File: config.mk
export PLATFORM = sky130hd
export DESIGN_NAME = pmux_top
export DESIGN_NICKNAME = d
export VERILOG_FILES = /design/src/logic/pmux_pkg.sv /design/src/logic/pmux_pin_cell.sv /design/src/logic/pmux_top.sv
export VERILOG_INCLUDE_DIRS = /design/src /design/src/logic
export SDC_FILE = /design/constraint.sdc
export NUM_CORES = 1
export LEC_CHECK = 0
export BUFFER_PORTS_ARGS = -buffer_cell sky130_fd_sc_hd__buf_2
export CAP_MARGIN = 20
export CORE_UTILIZATION = 53
export CTS_CLUSTER_DIAMETER = 100
export DETAILED_ROUTE_END_ITERATION = 6
export GPL_TIMING_DRIVEN = 1
export MAX_ROUTING_LAYER = met4
export PLACE_DENSITY = 0.88
export REMOVE_ABC_BUFFERS = 1
export SKIP_CTS_REPAIR_TIMING = 1
export SYNTH_ARGS = -nofsm -noshare
export SYNTH_HDL_FRONTEND = slang
export SYNTH_HIERARCHICAL = 1
export SYNTH_SLANG_ARGS = --single-unit
export TNS_END_PERCENT = 50
File: constraint.sdc
create_clock -name i_clk -period 5.9 [get_ports i_clk]
set_input_delay 1.77 -clock i_clk [delete_from_list [all_inputs] [get_ports i_clk]]
set_output_delay 1.77 -clock i_clk [all_outputs]
set_load 0.005 [all_outputs]
File: src/logic/pmux_cfg.svh
/*
  Offsets, field positions, reset values and fixed codes of the port pin override block.
  Assumes inclusion by bare name from the package and the design files.
*/
`ifndef PMUX_CFG_SVH
`define PMUX_CFG_SVH

// Register byte offsets, compared on haddr[7:0]
`define PMUX_OFF_SFC 8'h00
`define PMUX_OFF_PA_DIR 8'h04
`define PMUX_OFF_PA_LATCH 8'h08
`define PMUX_OFF_PA_PINS 8'h0c
`define PMUX_OFF_PB_DIR 8'h10
`define PMUX_OFF_PB_LATCH 8'h14
`define PMUX_OFF_PB_PINS 8'h18

// Special function control fields
`define PMUX_SFC_TIMER_SYNC_MODE 7
`define PMUX_SFC_COMPARATOR_MUX_ENABLE 3
`define PMUX_SFC_GLOBAL_PULLUP_OFF 2
`define PMUX_SFC_TIMER0_PRESCALER_RESET 1
`define PMUX_SFC_TIMER123_PRESCALER_RESET 0
`define PMUX_SFC_WRITE_MASK 8'h8f
`define PMUX_SFC_RESET 8'h00

// Port register reset values
`define PMUX_PORT_RESET 8'h00

// Bus codes
`define PMUX_HRESP_OKAY 1'b0
`define PMUX_RDATA_ZERO 32'h0000_0000

`endif

File: src/logic/pmux_pkg.sv
/*
  Types shared by the port pin override block.
  Assumes pmux_cfg.svh sits beside this file.
*/
package pmux_pkg;
  `include "pmux_cfg.svh"

  typedef logic [7:0] pmux_byte_t;

  typedef enum logic [1:0] {
    PMUX_HTRANS_IDLE = 2'b00,
    PMUX_HTRANS_BUSY = 2'b01,
    PMUX_HTRANS_NONSEQ = 2'b10,
    PMUX_HTRANS_SEQ = 2'b11
  } pmux_htrans_t;
endpackage : pmux_pkg

File: src/logic/pmux_pin_cell.sv
/*
  Combinational override resolution for eight pins of one port.
  Assumes override signals and register bits are on the same clock; outputs are registered by the caller.
*/
`timescale 1ns/1ps
module pmux_pin_cell
  import pmux_pkg::*;
(
  // Port register bits
  input wire pmux_byte_t i_pin_direction_bit,
  input wire pmux_byte_t i_pin_output_latch,
  input wire logic i_global_pullup_off,
  // Override set
  input wire pmux_byte_t i_pullup_override_enable,
  input wire pmux_byte_t i_pullup_override_value,
  input wire pmux_byte_t i_direction_override_enable,
  input wire pmux_byte_t i_direction_override_value,
  input wire pmux_byte_t i_value_override_enable,
  input wire pmux_byte_t i_value_override_value,
  // Resolved pin controls
  output logic [7:0] o_pullup,
  output logic [7:0] o_drive_enable,
  output logic [7:0] o_drive_value
);
  pmux_byte_t plain_pullup;

  // Plain pull-up only for pattern {dir, latch, off} = 0b010
  assign plain_pullup = ~i_pin_direction_bit & i_pin_output_latch & {8{~i_global_pullup_off}};

  assign o_pullup = (i_pullup_override_enable & i_pullup_override_value) |
                    (~i_pullup_override_enable & plain_pullup);
  assign o_drive_enable = (i_direction_override_enable & i_direction_override_value) |
                          (~i_direction_override_enable & i_pin_direction_bit);
  assign o_drive_value = (i_value_override_enable & i_value_override_value) |
                         (~i_value_override_enable & i_pin_output_latch);
endmodule : pmux_pin_cell

File: src/logic/pmux_top.sv
/*
  Port A / Port B pin override logic with an AHB-Lite register slave.
  Assumes one 200 MHz clock; memory interface, timers and SPI run on it; pins arrive asynchronously.
*/
// The implementer's own choices: the register offsets and the AHB-Lite register port.
// What this block does
// - Global pull-up off kills every pull-up
// - Control register resets zero; bits 6..4 read zero
// - Port A carries muxed address/data byte
// - Memory enable takes over Port A pins
// - Drive address or data during active phases
// - Lower Port A pins handled identically
// - Port A input feeds memory; gate override zero
// - Bit 7 outputs timer 2 or timer 1C
// - Bit 6 outputs timer 1 compare B
// - Bit 5 outputs timer 1 compare A
// - Bit 4 outputs timer 0 compare
// - Compare outputs also carry PWM waveforms
// - Legacy mode drops timer 1C on bit 7
// - Port B 3..0 carry SPI signals
// - Pull-up follows override, else pattern 0b010
// - Driver follows direction override, else direction bit
// - Pin value follows override, else output latch
`timescale 1ns/1ps
module pmux_top
  import pmux_pkg::*;
(
  // Clock and reset
  input wire logic i_clk,
  input wire logic i_arst_n,
  // AHB-Lite slave
  input wire logic i_hsel,
  input wire logic [31:0] i_haddr,
  input wire logic [1:0] i_htrans,
  input wire logic i_hwrite,
  input wire logic [2:0] i_hsize,
  input wire logic i_hready,
  input wire logic [31:0] i_hwdata,
  output logic [31:0] o_hrdata,
  output logic o_hreadyout,
  output logic o_hresp,
  // External memory interface
  input wire logic i_ext_memory_enable,
  input wire logic i_write_phase,
  input wire logic i_address_active,
  input wire logic [7:0] i_mem_addr_lo,
  input wire logic [7:0] i_mem_data_out,
  output logic [7:0] o_mem_data_in,
  // Timer compare outputs and their enables
  input wire logic i_timer2_compare_out,
  input wire logic i_timer2_compare_en,
  input wire logic i_timer1_compare_c_out,
  input wire logic i_timer1_compare_c_en,
  input wire logic i_timer1_compare_b_out,
  input wire logic i_timer1_compare_b_en,
  input wire logic i_timer1_compare_a_out,
  input wire logic i_timer1_compare_a_en,
  input wire logic i_timer0_compare_out,
  input wire logic i_timer0_compare_en,
  input wire logic i_legacy_mode,
  // SPI unit
  input wire logic i_spi_enable,
  input wire logic i_spi_master,
  input wire logic i_spi_slave_out,
  input wire logic i_spi_master_out,
  input wire logic i_spi_sck_out,
  output logic o_spi_master_in,
  output logic o_spi_slave_in,
  output logic o_spi_sck_in,
  output logic o_spi_select_n,
  // Control bits to other units
  output logic o_timer_sync_mode,
  output logic o_comparator_mux_enable,
  output logic o_global_pullup_off,
  output logic o_timer0_prescaler_reset,
  output logic o_timer123_prescaler_reset,
  // Port A pins
  input wire logic [7:0] i_pa_pin,
  output logic [7:0] o_pa_out,
  output logic [7:0] o_pa_oe,
  output logic [7:0] o_pa_pullup,
  output logic [7:0] o_pa_input_gate_override_enable,
  // Port B pins
  input wire logic [7:0] i_pb_pin,
  output logic [7:0] o_pb_out,
  output logic [7:0] o_pb_oe,
  output logic [7:0] o_pb_pullup
);

  ////////////////////////////////////////////////////////////////////////////////
  // Declarations

  pmux_byte_t special_function_control_q;
  pmux_byte_t pa_dir_q;
  pmux_byte_t pa_latch_q;
  pmux_byte_t pb_dir_q;
  pmux_byte_t pb_latch_q;
  pmux_byte_t pa_sync1_q;
  pmux_byte_t pa_sync2_q;
  pmux_byte_t pb_sync1_q;
  pmux_byte_t pb_sync2_q;
  logic wr_pend_q;
  logic [7:0] wr_addr_q;
  logic addr_phase;
  logic [31:0] rdata_d;
  logic pullup_off;

  pmux_byte_t pa_pu_ovr_en, pa_pu_ovr_v, pa_oe_ovr_en, pa_oe_ovr_v, pa_val_ovr_en, pa_val_ovr_v;
  pmux_byte_t pb_pu_ovr_en, pb_pu_ovr_v, pb_oe_ovr_en, pb_oe_ovr_v, pb_val_ovr_en, pb_val_ovr_v;
  logic [7:0] pa_pullup_d, pa_oe_d, pa_out_d;
  logic [7:0] pb_pullup_d, pb_oe_d, pb_out_d;
  logic mem_drive;
  logic spi_as_master;
  logic spi_as_slave;
  logic [3:0] spi_force_in;
  logic bit7_t1c_en;
  logic bit7_value;

  // Widens a byte register to the bus word, upper bits zero
  function automatic logic [31:0] word_of(input pmux_byte_t b);
    word_of = {24'h00_0000, b};
  endfunction : word_of

  // True when an offset selects a given register
  function automatic logic hit(input logic [7:0] a, input logic [7:0] off);
    hit = (a == off);
  endfunction : hit

  ////////////////////////////////////////////////////////////////////////////////
  // AHB-Lite slave: zero wait, reads registered at address phase

  assign addr_phase = i_hsel & i_hready & i_htrans[1];
  assign o_hreadyout = 1'b1;
  assign o_hresp = `PMUX_HRESP_OKAY;

  always_ff @(posedge i_clk or negedge i_arst_n) begin
    if (!i_arst_n) begin
      wr_pend_q <= 1'b0;
      wr_addr_q <= 8'h00;
    end else if (i_hready) begin
      wr_pend_q <= addr_phase & i_hwrite;
      wr_addr_q <= i_haddr[7:0];
    end
  end

  always_comb begin
    rdata_d = `PMUX_RDATA_ZERO;
    if (hit(i_haddr[7:0], `PMUX_OFF_SFC)) begin
      rdata_d = word_of(special_function_control_q);
    end else if (hit(i_haddr[7:0], `PMUX_OFF_PA_DIR)) begin
      rdata_d = word_of(pa_dir_q);
    end else if (hit(i_haddr[7:0], `PMUX_OFF_PA_LATCH)) begin
      rdata_d = word_of(pa_latch_q);
    end else if (hit(i_haddr[7:0], `PMUX_OFF_PA_PINS)) begin
      rdata_d = word_of(pa_sync2_q);
    end else if (hit(i_haddr[7:0], `PMUX_OFF_PB_DIR)) begin
      rdata_d = word_of(pb_dir_q);
    end else if (hit(i_haddr[7:0], `PMUX_OFF_PB_LATCH)) begin
      rdata_d = word_of(pb_latch_q);
    end else if (hit(i_haddr[7:0], `PMUX_OFF_PB_PINS)) begin
      rdata_d = word_of(pb_sync2_q);
    end
  end

  always_ff @(posedge i_clk or negedge i_arst_n) begin
    if (!i_arst_n) begin
      o_hrdata <= `PMUX_RDATA_ZERO;
    end else if (addr_phase & ~i_hwrite) begin
      o_hrdata <= rdata_d;
    end
  end

  ////////////////////////////////////////////////////////////////////////////////
  // Registers

  always_ff @(posedge i_clk or negedge i_arst_n) begin
    if (!i_arst_n) begin
      special_function_control_q <= `PMUX_SFC_RESET;
    end else if (wr_pend_q && hit(wr_addr_q, `PMUX_OFF_SFC)) begin
      special_function_control_q <= i_hwdata[7:0] & `PMUX_SFC_WRITE_MASK;
    end
  end

  always_ff @(posedge i_clk or negedge i_arst_n) begin
    if (!i_arst_n) begin
      pa_dir_q <= `PMUX_PORT_RESET;
      pa_latch_q <= `PMUX_PORT_RESET;
      pb_dir_q <= `PMUX_PORT_RESET;
      pb_latch_q <= `PMUX_PORT_RESET;
    end else if (wr_pend_q) begin
      if (hit(wr_addr_q, `PMUX_OFF_PA_DIR)) begin
        pa_dir_q <= i_hwdata[7:0];
      end
      if (hit(wr_addr_q, `PMUX_OFF_PA_LATCH)) begin
        pa_latch_q <= i_hwdata[7:0];
      end
      if (hit(wr_addr_q, `PMUX_OFF_PB_DIR)) begin
        pb_dir_q <= i_hwdata[7:0];
      end
      if (hit(wr_addr_q, `PMUX_OFF_PB_LATCH)) begin
        pb_latch_q <= i_hwdata[7:0];
      end
    end
  end

  assign pullup_off = special_function_control_q[`PMUX_SFC_GLOBAL_PULLUP_OFF];
  assign o_timer_sync_mode = special_function_control_q[`PMUX_SFC_TIMER_SYNC_MODE];
  assign o_comparator_mux_enable = special_function_control_q[`PMUX_SFC_COMPARATOR_MUX_ENABLE];
  assign o_global_pullup_off = pullup_off;
  assign o_timer0_prescaler_reset = special_function_control_q[`PMUX_SFC_TIMER0_PRESCALER_RESET];
  assign o_timer123_prescaler_reset = special_function_control_q[`PMUX_SFC_TIMER123_PRESCALER_RESET];

  ////////////////////////////////////////////////////////////////////////////////
  // Pin input synchronisers

  always_ff @(posedge i_clk or negedge i_arst_n) begin
    if (!i_arst_n) begin
      pa_sync1_q <= 8'h00;
      pa_sync2_q <= 8'h00;
      pb_sync1_q <= 8'h00;
      pb_sync2_q <= 8'h00;
    end else begin
      pa_sync1_q <= i_pa_pin;
      pa_sync2_q <= pa_sync1_q;
      pb_sync1_q <= i_pb_pin;
      pb_sync2_q <= pb_sync1_q;
    end
  end

  ////////////////////////////////////////////////////////////////////////////////
  // Port A: external memory takeover

  // Memory controls enter as plain same-clock inputs
  assign mem_drive = i_write_phase | i_address_active;
  assign pa_pu_ovr_en = {8{i_ext_memory_enable}};
  assign pa_oe_ovr_en = {8{i_ext_memory_enable}};
  assign pa_val_ovr_en = {8{i_ext_memory_enable}};
  assign pa_pu_ovr_v = {8{~mem_drive}} & pa_latch_q & {8{~pullup_off}};
  assign pa_oe_ovr_v = {8{mem_drive}};
  assign pa_val_ovr_v = (i_mem_addr_lo & {8{i_address_active}}) | (i_mem_data_out & {8{i_write_phase}});

  ////////////////////////////////////////////////////////////////////////////////
  // Port B: timer compares and SPI

  // Both bit 7 sources active: modulated, latch bit 7 picks OR (1) or AND (0)
  assign bit7_t1c_en = i_timer1_compare_c_en & ~i_legacy_mode;
  always_comb begin
    bit7_value = i_timer2_compare_out;
    if (bit7_t1c_en && !i_timer2_compare_en) begin
      bit7_value = i_timer1_compare_c_out;
    end else if (bit7_t1c_en && i_timer2_compare_en) begin
      bit7_value = pb_latch_q[7] ? (i_timer2_compare_out | i_timer1_compare_c_out)
                                 : (i_timer2_compare_out & i_timer1_compare_c_out);
    end
  end

  assign spi_as_master = i_spi_enable & i_spi_master;
  assign spi_as_slave = i_spi_enable & ~i_spi_master;
  // Input-forced SPI pins: data in on the master, the rest on the slave
  assign spi_force_in = {spi_as_master, {3{spi_as_slave}}};

  // Timer waveforms, PWM included, pass straight through; direction stays software's
  assign pb_val_ovr_en = {i_timer2_compare_en | bit7_t1c_en, i_timer1_compare_b_en,
                          i_timer1_compare_a_en, i_timer0_compare_en,
                          spi_as_slave, spi_as_master, spi_as_master, 1'b0};
  assign pb_val_ovr_v = {bit7_value, i_timer1_compare_b_out, i_timer1_compare_a_out, i_timer0_compare_out,
                         i_spi_slave_out, i_spi_master_out, i_spi_sck_out, 1'b0};
  assign pb_pu_ovr_en = {4'h0, spi_force_in};
  assign pb_pu_ovr_v = {4'h0, pb_latch_q[3:0] & {4{~pullup_off}}};
  assign pb_oe_ovr_en = {4'h0, spi_force_in};
  assign pb_oe_ovr_v = 8'h00;

  ////////////////////////////////////////////////////////////////////////////////
  // Resolution and registered pin controls

  pmux_pin_cell u_cell_a (
    .i_pin_direction_bit(pa_dir_q),
    .i_pin_output_latch(pa_latch_q),
    .i_global_pullup_off(pullup_off),
    .i_pullup_override_enable(pa_pu_ovr_en),
    .i_pullup_override_value(pa_pu_ovr_v),
    .i_direction_override_enable(pa_oe_ovr_en),
    .i_direction_override_value(pa_oe_ovr_v),
    .i_value_override_enable(pa_val_ovr_en),
    .i_value_override_value(pa_val_ovr_v),
    .o_pullup(pa_pullup_d),
    .o_drive_enable(pa_oe_d),
    .o_drive_value(pa_out_d)
  );

  pmux_pin_cell u_cell_b (
    .i_pin_direction_bit(pb_dir_q),
    .i_pin_output_latch(pb_latch_q),
    .i_global_pullup_off(pullup_off),
    .i_pullup_override_enable(pb_pu_ovr_en),
    .i_pullup_override_value(pb_pu_ovr_v),
    .i_direction_override_enable(pb_oe_ovr_en),
    .i_direction_override_value(pb_oe_ovr_v),
    .i_value_override_enable(pb_val_ovr_en),
    .i_value_override_value(pb_val_ovr_v),
    .o_pullup(pb_pullup_d),
    .o_drive_enable(pb_oe_d),
    .o_drive_value(pb_out_d)
  );

  always_ff @(posedge i_clk or negedge i_arst_n) begin
    if (!i_arst_n) begin
      o_pa_out <= 8'h00;
      o_pa_oe <= 8'h00;
      o_pa_pullup <= 8'h00;
      o_pb_out <= 8'h00;
      o_pb_oe <= 8'h00;
      o_pb_pullup <= 8'h00;
    end else begin
      o_pa_out <= pa_out_d;
      o_pa_oe <= pa_oe_d;
      o_pa_pullup <= pa_pullup_d & ~pa_oe_d;
      o_pb_out <= pb_out_d;
      o_pb_oe <= pb_oe_d;
      o_pb_pullup <= pb_pullup_d & ~pb_oe_d;
    end
  end

  always_ff @(posedge i_clk or negedge i_arst_n) begin
    if (!i_arst_n) begin
      o_mem_data_in <= 8'h00;
      o_pa_input_gate_override_enable <= 8'h00;
      o_spi_master_in <= 1'b0;
      o_spi_slave_in <= 1'b0;
      o_spi_sck_in <= 1'b0;
      o_spi_select_n <= 1'b1;
    end else begin
      o_mem_data_in <= pa_sync2_q;
      o_pa_input_gate_override_enable <= 8'h00;
      o_spi_master_in <= pb_sync2_q[3];
      o_spi_slave_in <= pb_sync2_q[2];
      o_spi_sck_in <= pb_sync2_q[1];
      o_spi_select_n <= pb_sync2_q[0];
    end
  end
endmodule : pmux_top

After elaboration in Yosys (flattened, before gate mapping)
Cells that the tools add are included.
Operators by class
  $add $sub $neg: 0
  multipliers: 0
  div/mod/pow operators: 0
  magnitude comparators: 0
  equality and inequality tests: 10
  shift-type cells: 0
  multiplexer cells: 10
  bitwise operators: 51
  reduce and logical (&&, ||, !) cells: 10
Operator list (count)
  $and 8x8->8: 20
  $mux 8: 6
  $not 8->8: 6
  $or 8x8->8: 6
  $eq 8x5->1 const B: 5
  $mux 32: 1
  $eq 8x4->1 const B: 3
  $eq 8x3->1 const B: 2
  $logic_not 8->1: 2
  $and 1x1->1: 8
  $and 4x4->4: 2
  $not 4->8: 1
  $reduce_and 2->1: 4
  $not 1->1: 5
  $logic_and 1x1->1: 3
  $mux 1: 3
  $or 1x1->1: 3
  $logic_not 1->1: 1
Word-level totals
  flip-flop bits (word level): 170
  latch bits: 0
  bits in writable memories: 0
  bits in read-only memories: 0
  bits of input ports: 125
  logic and storage cells: 104
  memories kept: 0

Longest topological paths before layout
Gate-level depths: netlist of the first run.
  depth after elaboration: 8
  mapped depth: 7
  gate-level depth less buffers: 6

Modules after synthesis
Netlist of the first run, hierarchy kept.
Modules (own cells, without submodules)
  pmux_top: instances 1, cells each 366, area each 5441.5 µm², seq. area each 3654.8 µm²
  pmux_pin_cell: instances 2, cells each 49, area each 361.6 µm², seq. area each 0.0 µm²

Worst setup path before layout of the first run
OpenSTA, ideal clock, no wires.
  path type: input to register
  start point: in i_haddr[0]
  end point: reg o_hrdata[4]
  library setup time: 0.095 ns
  arrival: 3.041 ns
  required time: 5.805 ns
  setup slack: 2.764 ns
  stages on the path: 4
  path buffers: 1
  cell sequence: or4_1 > or3_1 > clkbuf_1 > o31ai_1
On the way
  longest elaborated chain between the ends: 8
  elaborated cells between the ends (all ways): 14
  classes of those cells: eq/ne (6); mux (7); reduce/logical (1)
Ends and longest elaborated chain
  from (decl): line pmux_top.sv:33  | input wire logic [31:0] i_haddr,
  $eq 8x5->1: line pmux_top.sv:126  | hit = (a == off);
  $mux 8: line pmux_top.sv:160  | end else if (hit(i_haddr[7:0], `PMUX_OFF_PB_PINS)) begin
  $mux 8: line pmux_top.sv:158  | end else if (hit(i_haddr[7:0], `PMUX_OFF_PB_LATCH)) begin
  $mux 8: line pmux_top.sv:156  | end else if (hit(i_haddr[7:0], `PMUX_OFF_PB_DIR)) begin
  $mux 8: line pmux_top.sv:154  | end else if (hit(i_haddr[7:0], `PMUX_OFF_PA_PINS)) begin
  $mux 8: line pmux_top.sv:152  | end else if (hit(i_haddr[7:0], `PMUX_OFF_PA_LATCH)) begin
  $mux 8: line pmux_top.sv:150  | end else if (hit(i_haddr[7:0], `PMUX_OFF_PA_DIR)) begin
  $mux 32 *: line pmux_top.sv:148  | if (hit(i_haddr[7:0], `PMUX_OFF_SFC)) begin
  to (signal assigned): line pmux_top.sv:167  | o_hrdata <= `PMUX_RDATA_ZERO;
  to (signal assigned): line pmux_top.sv:169  | o_hrdata <= rdata_d;
  to (decl): line pmux_top.sv:39  | output logic [31:0] o_hrdata,
Mark *: on every way between the ends. The rest lies on a longest branch, timed or not.
A chain may end at the register's enable or synchronous reset.

Worst setup path after layout of the first run
  start point: in i_hready
  end point: reg o_hrdata[4]
On the way
  longest elaborated chain between the ends: 3
Ends and longest elaborated chain
  from (decl): line pmux_top.sv:37  | input wire logic i_hready,
  $and 1x1->1 (2 in a row): line pmux_top.sv:132  | assign addr_phase = i_hsel & i_hready & i_htrans[1];
  $and 1x1->1: line pmux_top.sv:168  | end else if (addr_phase & ~i_hwrite) begin
Every way passes these cells.

==> results of run 1 <==
==> cells in the final DEF (no fill, tap or decap), types with 4 or more instances in the layout <==
cell        Yosys  routed
a21oi_1         5       5
a22o_1          8       8
and2_1          9       9
buf_2           0     144
bufinv_16       0       4
clkbuf_16       0      17
clkinvlp_4      0       6
conb_1          2      61
dfrtp_1       145     145
inv_1          18      18
mux2_1         14      14
mux2_2         47      47
mux2i_1        16      16
mux4_2          5       5
nand2_1        43      43
nor2_1          5       5
nor2b_1        23      23
o21ai_0         6       6
o21ai_1        16      16
o2bb2ai_1       8       8
o41ai_2        16      16
==> through the flow <==
step | std cells | cell area, um2
after floorplan | 476 | 6070
after global placement | 766 | 6990
after detailed placement | 766 | 6990
after CTS | 798 | 7610
after global routing | 799 | 7640
final | 799 | 7640
==> worst max-delay path by stage <==
stage | slack [ns] | from | end
3_3_place_gp | 2.38 | i_haddr[2] | o_hrdata[6]
4_1_cts | 2.83 | i_haddr[2] | o_hrdata[6]
3_5_place_dp | 2.36 | i_haddr[2] | o_hrdata[6]
2_1_floorplan | 2.81 | i_haddr[0] | o_hrdata[4]
5_1_grt | 2.61 | i_haddr[2] | o_hrdata[2]
6_report | 2.81 | i_hready | o_hrdata[4]
==> layout make-up <==
class / count / area (um2)
clock buffer: 18 / 429
multi-input combinational: 310 / 2340
timing repair buffer: 148 / 774
inverter: 20 / 75.1
sequential: 146 / 3650
tap: 143 / 179
fill: 819 / 3730
clock inverter: 14 / 189
==> per-layer routing <==
layer  routed length, um  track usage, %
met3                 893            7.05
met1                5480            27.7
met5                   0               -
met4                 153            6.48
met2                6790            39.9
==> flip-flops by register name (all words and copies together), names as in the netlist, 5 cells and up <==
signal / count
o_hrdata: 8
pa_dir_q: 8
pa_latch_q: 8
special_function_control_q: 5
o_pb_oe: 8
pb_dir_q: 8
pb_latch_q: 8
o_pa_oe: 8
o_mem_data_in: 8
pa_sync1_q: 8
pb_sync2_q: 8
pa_sync2_q: 8
o_pb_pullup: 8
pb_sync1_q: 8
o_pa_pullup: 8
o_pb_out: 8
o_pa_out: 8
wr_addr_q: 8
==> logic make-up after synthesis <==
group / count (synthesis) / synth area share, %
other cells: 2 / 0.122
simple gates: 95 / 8.30
buf+inv: 67 / 6.39
mux: 82 / 15.6
compound gates: 72 / 10.3
flops: 146 / 59.3
==> power breakdown <==
group | switching, mW | internal (mW) | leakage (nW)
Sequential | 0.0324 | 1.06 | 1.81
Clock | 0.410 | 0.705 | 0.284
Combinational | 0.118 | 0.102 | 1.75
Total | 0.560 | 1.87 | 3.84
==> run_results.csv, run 1 <==
group,metric,value,unit
run,drv_cap,0,
synth,synthCells,464,
synth,synth_most_common_cell,"dfrtp_1",
detailed_routing,vias,4151,
cts,clk_pin_slew_worst_paths,0.06,ns
timing,setup_tns,0,ns
timing,skew,0.00932,ns
global_route,grt_usage,23.7,%
floorplan,core,11400,um2
placement,place_ws,2.36,ns
timing,final.setup.worst_slack,2.81,ns
cts,clock_sinks,146,
cts,clkLatencyLatePin,0.42,ns
synth,netlist.area_leader.share,58.9,%
cts,cts-root-buf,"clkbuf_16",
synth,yosysTopAreaCell,"dfrtp_1",
placement,gp_congestion,0.889,
setup_path,cp_max_fo,11,
min_path,worstHoldStart,"pb_sync1_q[4]",
synth,synthFlopType,"dfrtp_1",
global_route,antenna_found_initial,0,
pwr,peakVddDrop,0.000393,V
timing,drv_slew,0,
synth,ys_seq_elements,146,
setup_path,cp.arrival,3.41,ns
finish,post-route-util,67.2,%
cts,cts_tree,"built",
pwr,p_total,2.43,mW
setup_path,critPathSlowestCell,"or3_1",
synth,synth-warning-count,6,
min_path,hp-class,"reg -> reg",
finish,area_growth,23.9,%
min_path,whs_endpoint,"pb_sync2_q[4]",
cts,htree_levels,4,
detailed_routing,route.antenna.remaining_nets,0,
timing,fmax,0.323,GHz
setup_path,r2r-end,"pb_dir_q[4]",
floorplan,die_area,12100,um2
finish,diodes,0,
synth,synth.avg_cell_area,13.3,um2
synth,synth-seq-area-share,59.3,%
floorplan,ios,232,
placement,hpwlAfterDp,9240,um
pwr,power.leakage,3.84,nW
timing,hold_ws,0.347,ns
detailed_routing,wirelength,13300,um
cts,cts_buffers,17,
timing,worst_pin_slew,0.914,ns
timing,grt_setup_unrepaired,"false",
setup_path,worst-path-buf-inv,1,
setup_path,start_kind,"input pin",
synth,synthDistinctLibCells,40,
timing,finalHoldViolCount,0,
detailed_routing,wire_per_inst,16.7,um
setup_path,reg2regPathDepth,4,
global_route,grt_first_pass_wirelength,20300,um
floorplan,start_util,54.2,%
synth,synth.top_cells.by_count,"dfrtp_1 (145), mux2_2 (47), nand2_1 (43), buf_4 (34), nor2b_1 (23)",
synth,synth.area.top_cells,"dfrtp_1 (59%), mux2_2 (8.6%), o41ai_2 (4.2%)",
finish,nNetsFinal,768,
pwr,cellPowerDensity,318,nW/um2
global_route,grt_max_degree,113,
detailed_routing,drc,0,
floorplan,fp.dieW,110,um
setup_path,end_kind,"flop",
timing,setup_viol,0,
setup_path,critPathRequiredTime,6.22,ns
status,status,"completed",
floorplan,rows,39,
setup_path,cp_cell_sequence,"buf_2, nand4b_1, or3_1, o31ai_1",
cts,ctsLongestPathBuffers,2,
detailed_routing,viasPerCell,5.20,
floorplan,die_h,110,um
timing,post-route-min-period,3.09,ns
finish,drive_gt1_share,39.2,%
detailed_routing,dr.pass1.iters,4,
placement,port_buffers,145,
synth,synth_edf_count,0,
setup_path,slowest_delay,0.66,ns
synth,ys_async_sr_fraction,100,%
setup_path,rrSetupSlack,3.55,ns
min_path,min_path_cells,0,
setup_path,crit_type,"in -> reg",
setup_path,critical-path-top-delay-family,"simple AND/OR/NAND/NOR gates",
global_route,overflow,0,
global_route,grt_pass1_vias,4107,
timing,slew_headroom,39.0,%
detailed_routing,drt-initial-drc-count,209,
setup_path,worstReg2RegStart,"wr_addr_q[1]",
setup_path,path_depth,4,
synth,netlist_area,6160,um2
timing,finalCritPeriodShare,52.4,%
Note: power is estimated with default switching activity, not from simulation.
==> run 2, diff against run 1 <==
--- a/config.mk
+++ b/config.mk
@@ -6,14 +6,15 @@
 export SDC_FILE = /design/constraint.sdc
 export NUM_CORES = 1
 export LEC_CHECK = 0
+export ABC_AREA = 1
 export BUFFER_PORTS_ARGS = -buffer_cell sky130_fd_sc_hd__buf_2
 export CAP_MARGIN = 20
-export CORE_UTILIZATION = 53
+export CORE_UTILIZATION = 49
 export CTS_CLUSTER_DIAMETER = 100
 export DETAILED_ROUTE_END_ITERATION = 6
 export GPL_TIMING_DRIVEN = 1
 export MAX_ROUTING_LAYER = met4
-export PLACE_DENSITY = 0.88
+export PLACE_DENSITY = 0.82
 export REMOVE_ABC_BUFFERS = 1
 export SKIP_CTS_REPAIR_TIMING = 1
 export SYNTH_ARGS = -nofsm -noshare
==> constraint.sdc (replaced) <==
create_clock -name i_clk -period 2.9 [get_ports i_clk]
set_input_delay 0.87 -clock i_clk [delete_from_list [all_inputs] [get_ports i_clk]]
set_output_delay 0.87 -clock i_clk [all_outputs]
set_load 0.005 [all_outputs]
==> run 2 against run 1 <==
Effect of this change:
- synthesized cell count up 55%
- count of clock-buffer cells in the layout unchanged
- setup slack worse by 2.1 ns
- first-iteration DRC count up 59%
- sequential share of layout area down 0.73 points
- via count up 20%
- non-clock buffer count up 2
- register-to-register slack worse by 2.3 ns
- largest power group is now sequential cells
==> run_results.csv, run 2 <==
group,metric,value,unit
global_route,grt_first_pass_wirelength,21300,um
floorplan,rows,41,
placement,placed_area,7180,um2
synth,synth.avg_cell_area,8.75,um2
min_path,min_path_cells,0,
setup_path,cp_max_fo,13,
synth,synth.top_cells.by_count,"nand2_1 (174), dfrtp_1 (145), inv_1 (89), nor2_1 (73), o21ai_0 (49)",
finish,post-route-util,61.7,%
synth,yosysTopAreaCell,"dfrtp_1",
floorplan,core,12600,um2
synth,netlist_area,6290,um2
global_route,grt_max_degree,147,
setup_path,crit_type,"reg -> out",
detailed_routing,route.antenna.remaining_nets,0,
placement,port_buffers,145,
detailed_routing,wirelength,13300,um
synth,synthDistinctLibCells,30,
synth,synth_edf_count,0,
cts,cts_buffers,17,
detailed_routing,drt-initial-drc-count,333,
pwr,peakVddDrop,0.000520,V
status,status,"completed",
cts,ctsLongestPathBuffers,2,
setup_path,worst-path-buf-inv,1,
min_path,worstHoldStart,"pa_sync1_q[0]",
cts,clock_sinks,146,
global_route,overflow,0,
timing,finalHoldViolCount,0,
finish,drive_gt1_share,24.9,%
min_path,whs_endpoint,"pa_sync2_q[0]",
finish,fin_area,7760,um2
synth,synth.area.top_cells,"dfrtp_1 (58%), nand2_1 (10%), inv_1 (5.3%)",
setup_path,worstReg2RegStart,"wr_addr_q[3]",
floorplan,fp.dieW,115,um
placement,gp_congestion,0.844,
finish,diodes,0,
cts,cts-root-buf,"clkbuf_16",
global_route,grt_usage,22.2,%
floorplan,die_area,13300,um2
setup_path,reg2regPathDepth,5,
global_route,grt_pass1_vias,4430,
synth,synth_most_common_cell,"nand2_1",
global_route,antenna_found_initial,0,
detailed_routing,vias,4970,
synth,netlist.area_leader.share,57.7,%
timing,finalCritPeriodShare,74.6,%
timing,worst_pin_slew,0.805,ns
pwr,power.leakage,4.37,nW
timing,slew_headroom,46.4,%
cts,htree_levels,4,
floorplan,start_util,50.1,%
timing,skew,0.00544,ns
setup_path,critical-path-top-delay-family,"flip-flops",
setup_path,cp.arrival,1.29,ns
setup_path,rrSetupSlack,1.20,ns
setup_path,critPathRequiredTime,2.03,ns
setup_path,r2r-end,"pb_latch_q[7]",
pwr,cellPowerDensity,624,nW/um2
detailed_routing,dr.pass1.iters,5,
cts,clk_pin_slew_worst_paths,0.06,ns
timing,setup_viol,0,
setup_path,critPathSlowestCell,"dfrtp_1",
placement,place_ws,0.619,ns
synth,synth-warning-count,6,
synth,ys_seq_elements,146,
timing,hold_ws,0.347,ns
placement,hpwlAfterDp,9490,um
timing,grt_setup_unrepaired,"false",
timing,fmax,0.462,GHz
setup_path,slowest_delay,0.67,ns
setup_path,path_depth,1,
finish,area_growth,23.3,%
run,drv_cap,0,
detailed_routing,drc,0,
floorplan,die_h,115,um
finish,final_cell_mix,"nand2_1 (174), dfrtp_1 (145), buf_2 (144), inv_1 (89), nor2_1 (73)",
setup_path,end_kind,"primary output",
synth,synthFlopType,"dfrtp_1",
timing,setup_tns,0,ns
setup_path,cp_cell_sequence,"buf_2",
synth,synthCells,719,
synth,ys_async_sr_fraction,100,%
min_path,hp-class,"reg -> reg",
finish,final_common_cell,"nand2_1",
detailed_routing,viasPerCell,4.57,
finish,nNetsFinal,1028,
synth,synth-seq-area-share,58.1,%
detailed_routing,wire_per_inst,12.2,um
setup_path,start_kind,"flop",
cts,clkLatencyLatePin,0.41,ns
timing,post-route-min-period,2.16,ns
cts,cts_tree,"built",
timing,drv_slew,0,
floorplan,ios,232,
timing,final.setup.worst_slack,0.737,ns
[run 2: cell types whose count changed after synthesis, moves of 23 or more]
cell,before,now
nor2b_1,23,0
o21ai_0,6,49
mux2_2,47,0
nand2_1,43,174
inv_1,18,89
nor2_1,5,73
nand3_1,2,27
[run 2: cell families after synthesis]
| logic type | count (synthesis) | synth area share, % |
|---|---|---|
| and+or+nand+nor | 318 | 21.7 |
| DFF | 146 | 58.1 |
| AOI/OAI and AO/OA | 99 | 8.35 |
| buffers and inverters | 154 | 11.8 |
| other | 2 | 0.119 |
[run 2: worst reg2reg max path: cells and delay by family, from the launching register on]
kind / cells / cell delay (ns)
buf+inv: 1 / 0.09
simple gates: 3 / 0.83
compound gates: 1 / 0.33
flops: 1 / 0.36
[run 2: per-layer routing]
layer  share of wire, %  GRT usage, %  up-vias  wire length (um)
li1                   -             -     2507                 -
met2                 47          35.1      195              6270
met1                 44          26.9     2252              5870
met5                  0             -        -                 0
met4                1.9          10.1        0               250
met3                6.7          5.43       16               889
[run 2: worst max-delay path by stage]
stage / from / endpoint / slack, ns
floorplan: i_haddr[5] / o_hrdata[1] / 0.70
global placement: i_haddr[6] / o_hrdata[5] / 0.67
detailed placement: i_haddr[6] / o_hrdata[4] / 0.62
CTS: special_function_control_q[2] / o_global_pullup_off / 0.70
global route: special_function_control_q[2] / o_global_pullup_off / 0.64
finish: special_function_control_q[2] / o_global_pullup_off / 0.74
[run 2: power breakdown]
part / leakage, nW / total, mW / switching, mW / internal, mW
logic: 2.48 / 0.478 / 0.287 / 0.191
registers: 1.64 / 2.30 / 0.113 / 2.19
clock network: 0.249 / 2.06 / 0.855 / 1.21
total: 4.37 / 4.84 / 1.26 / 3.58
[run 2: area by class of cell]
| cell class | instances | area, um2 |
|---|---|---|
| Multi-Input combinational cell | 482 | 2130 |
| Sequential cell | 146 | 3650 |
| Inverter | 106 | 398 |
| Clock inverter | 14 | 133 |
| Clock buffer | 18 | 439 |
| Fill cell | 1078 | 4810 |
| Tap cell | 172 | 215 |
| Timing Repair Buffer | 150 | 782 |
[run 2: through the flow]
step           power, mW  instances
2_1_floorplan       2.55        734
3_3_place_gp        2.79       1056
3_5_place_dp        2.81       1056
4_1_cts             4.88       1088
5_1_grt             5.05       1088
6_report            4.84       1088
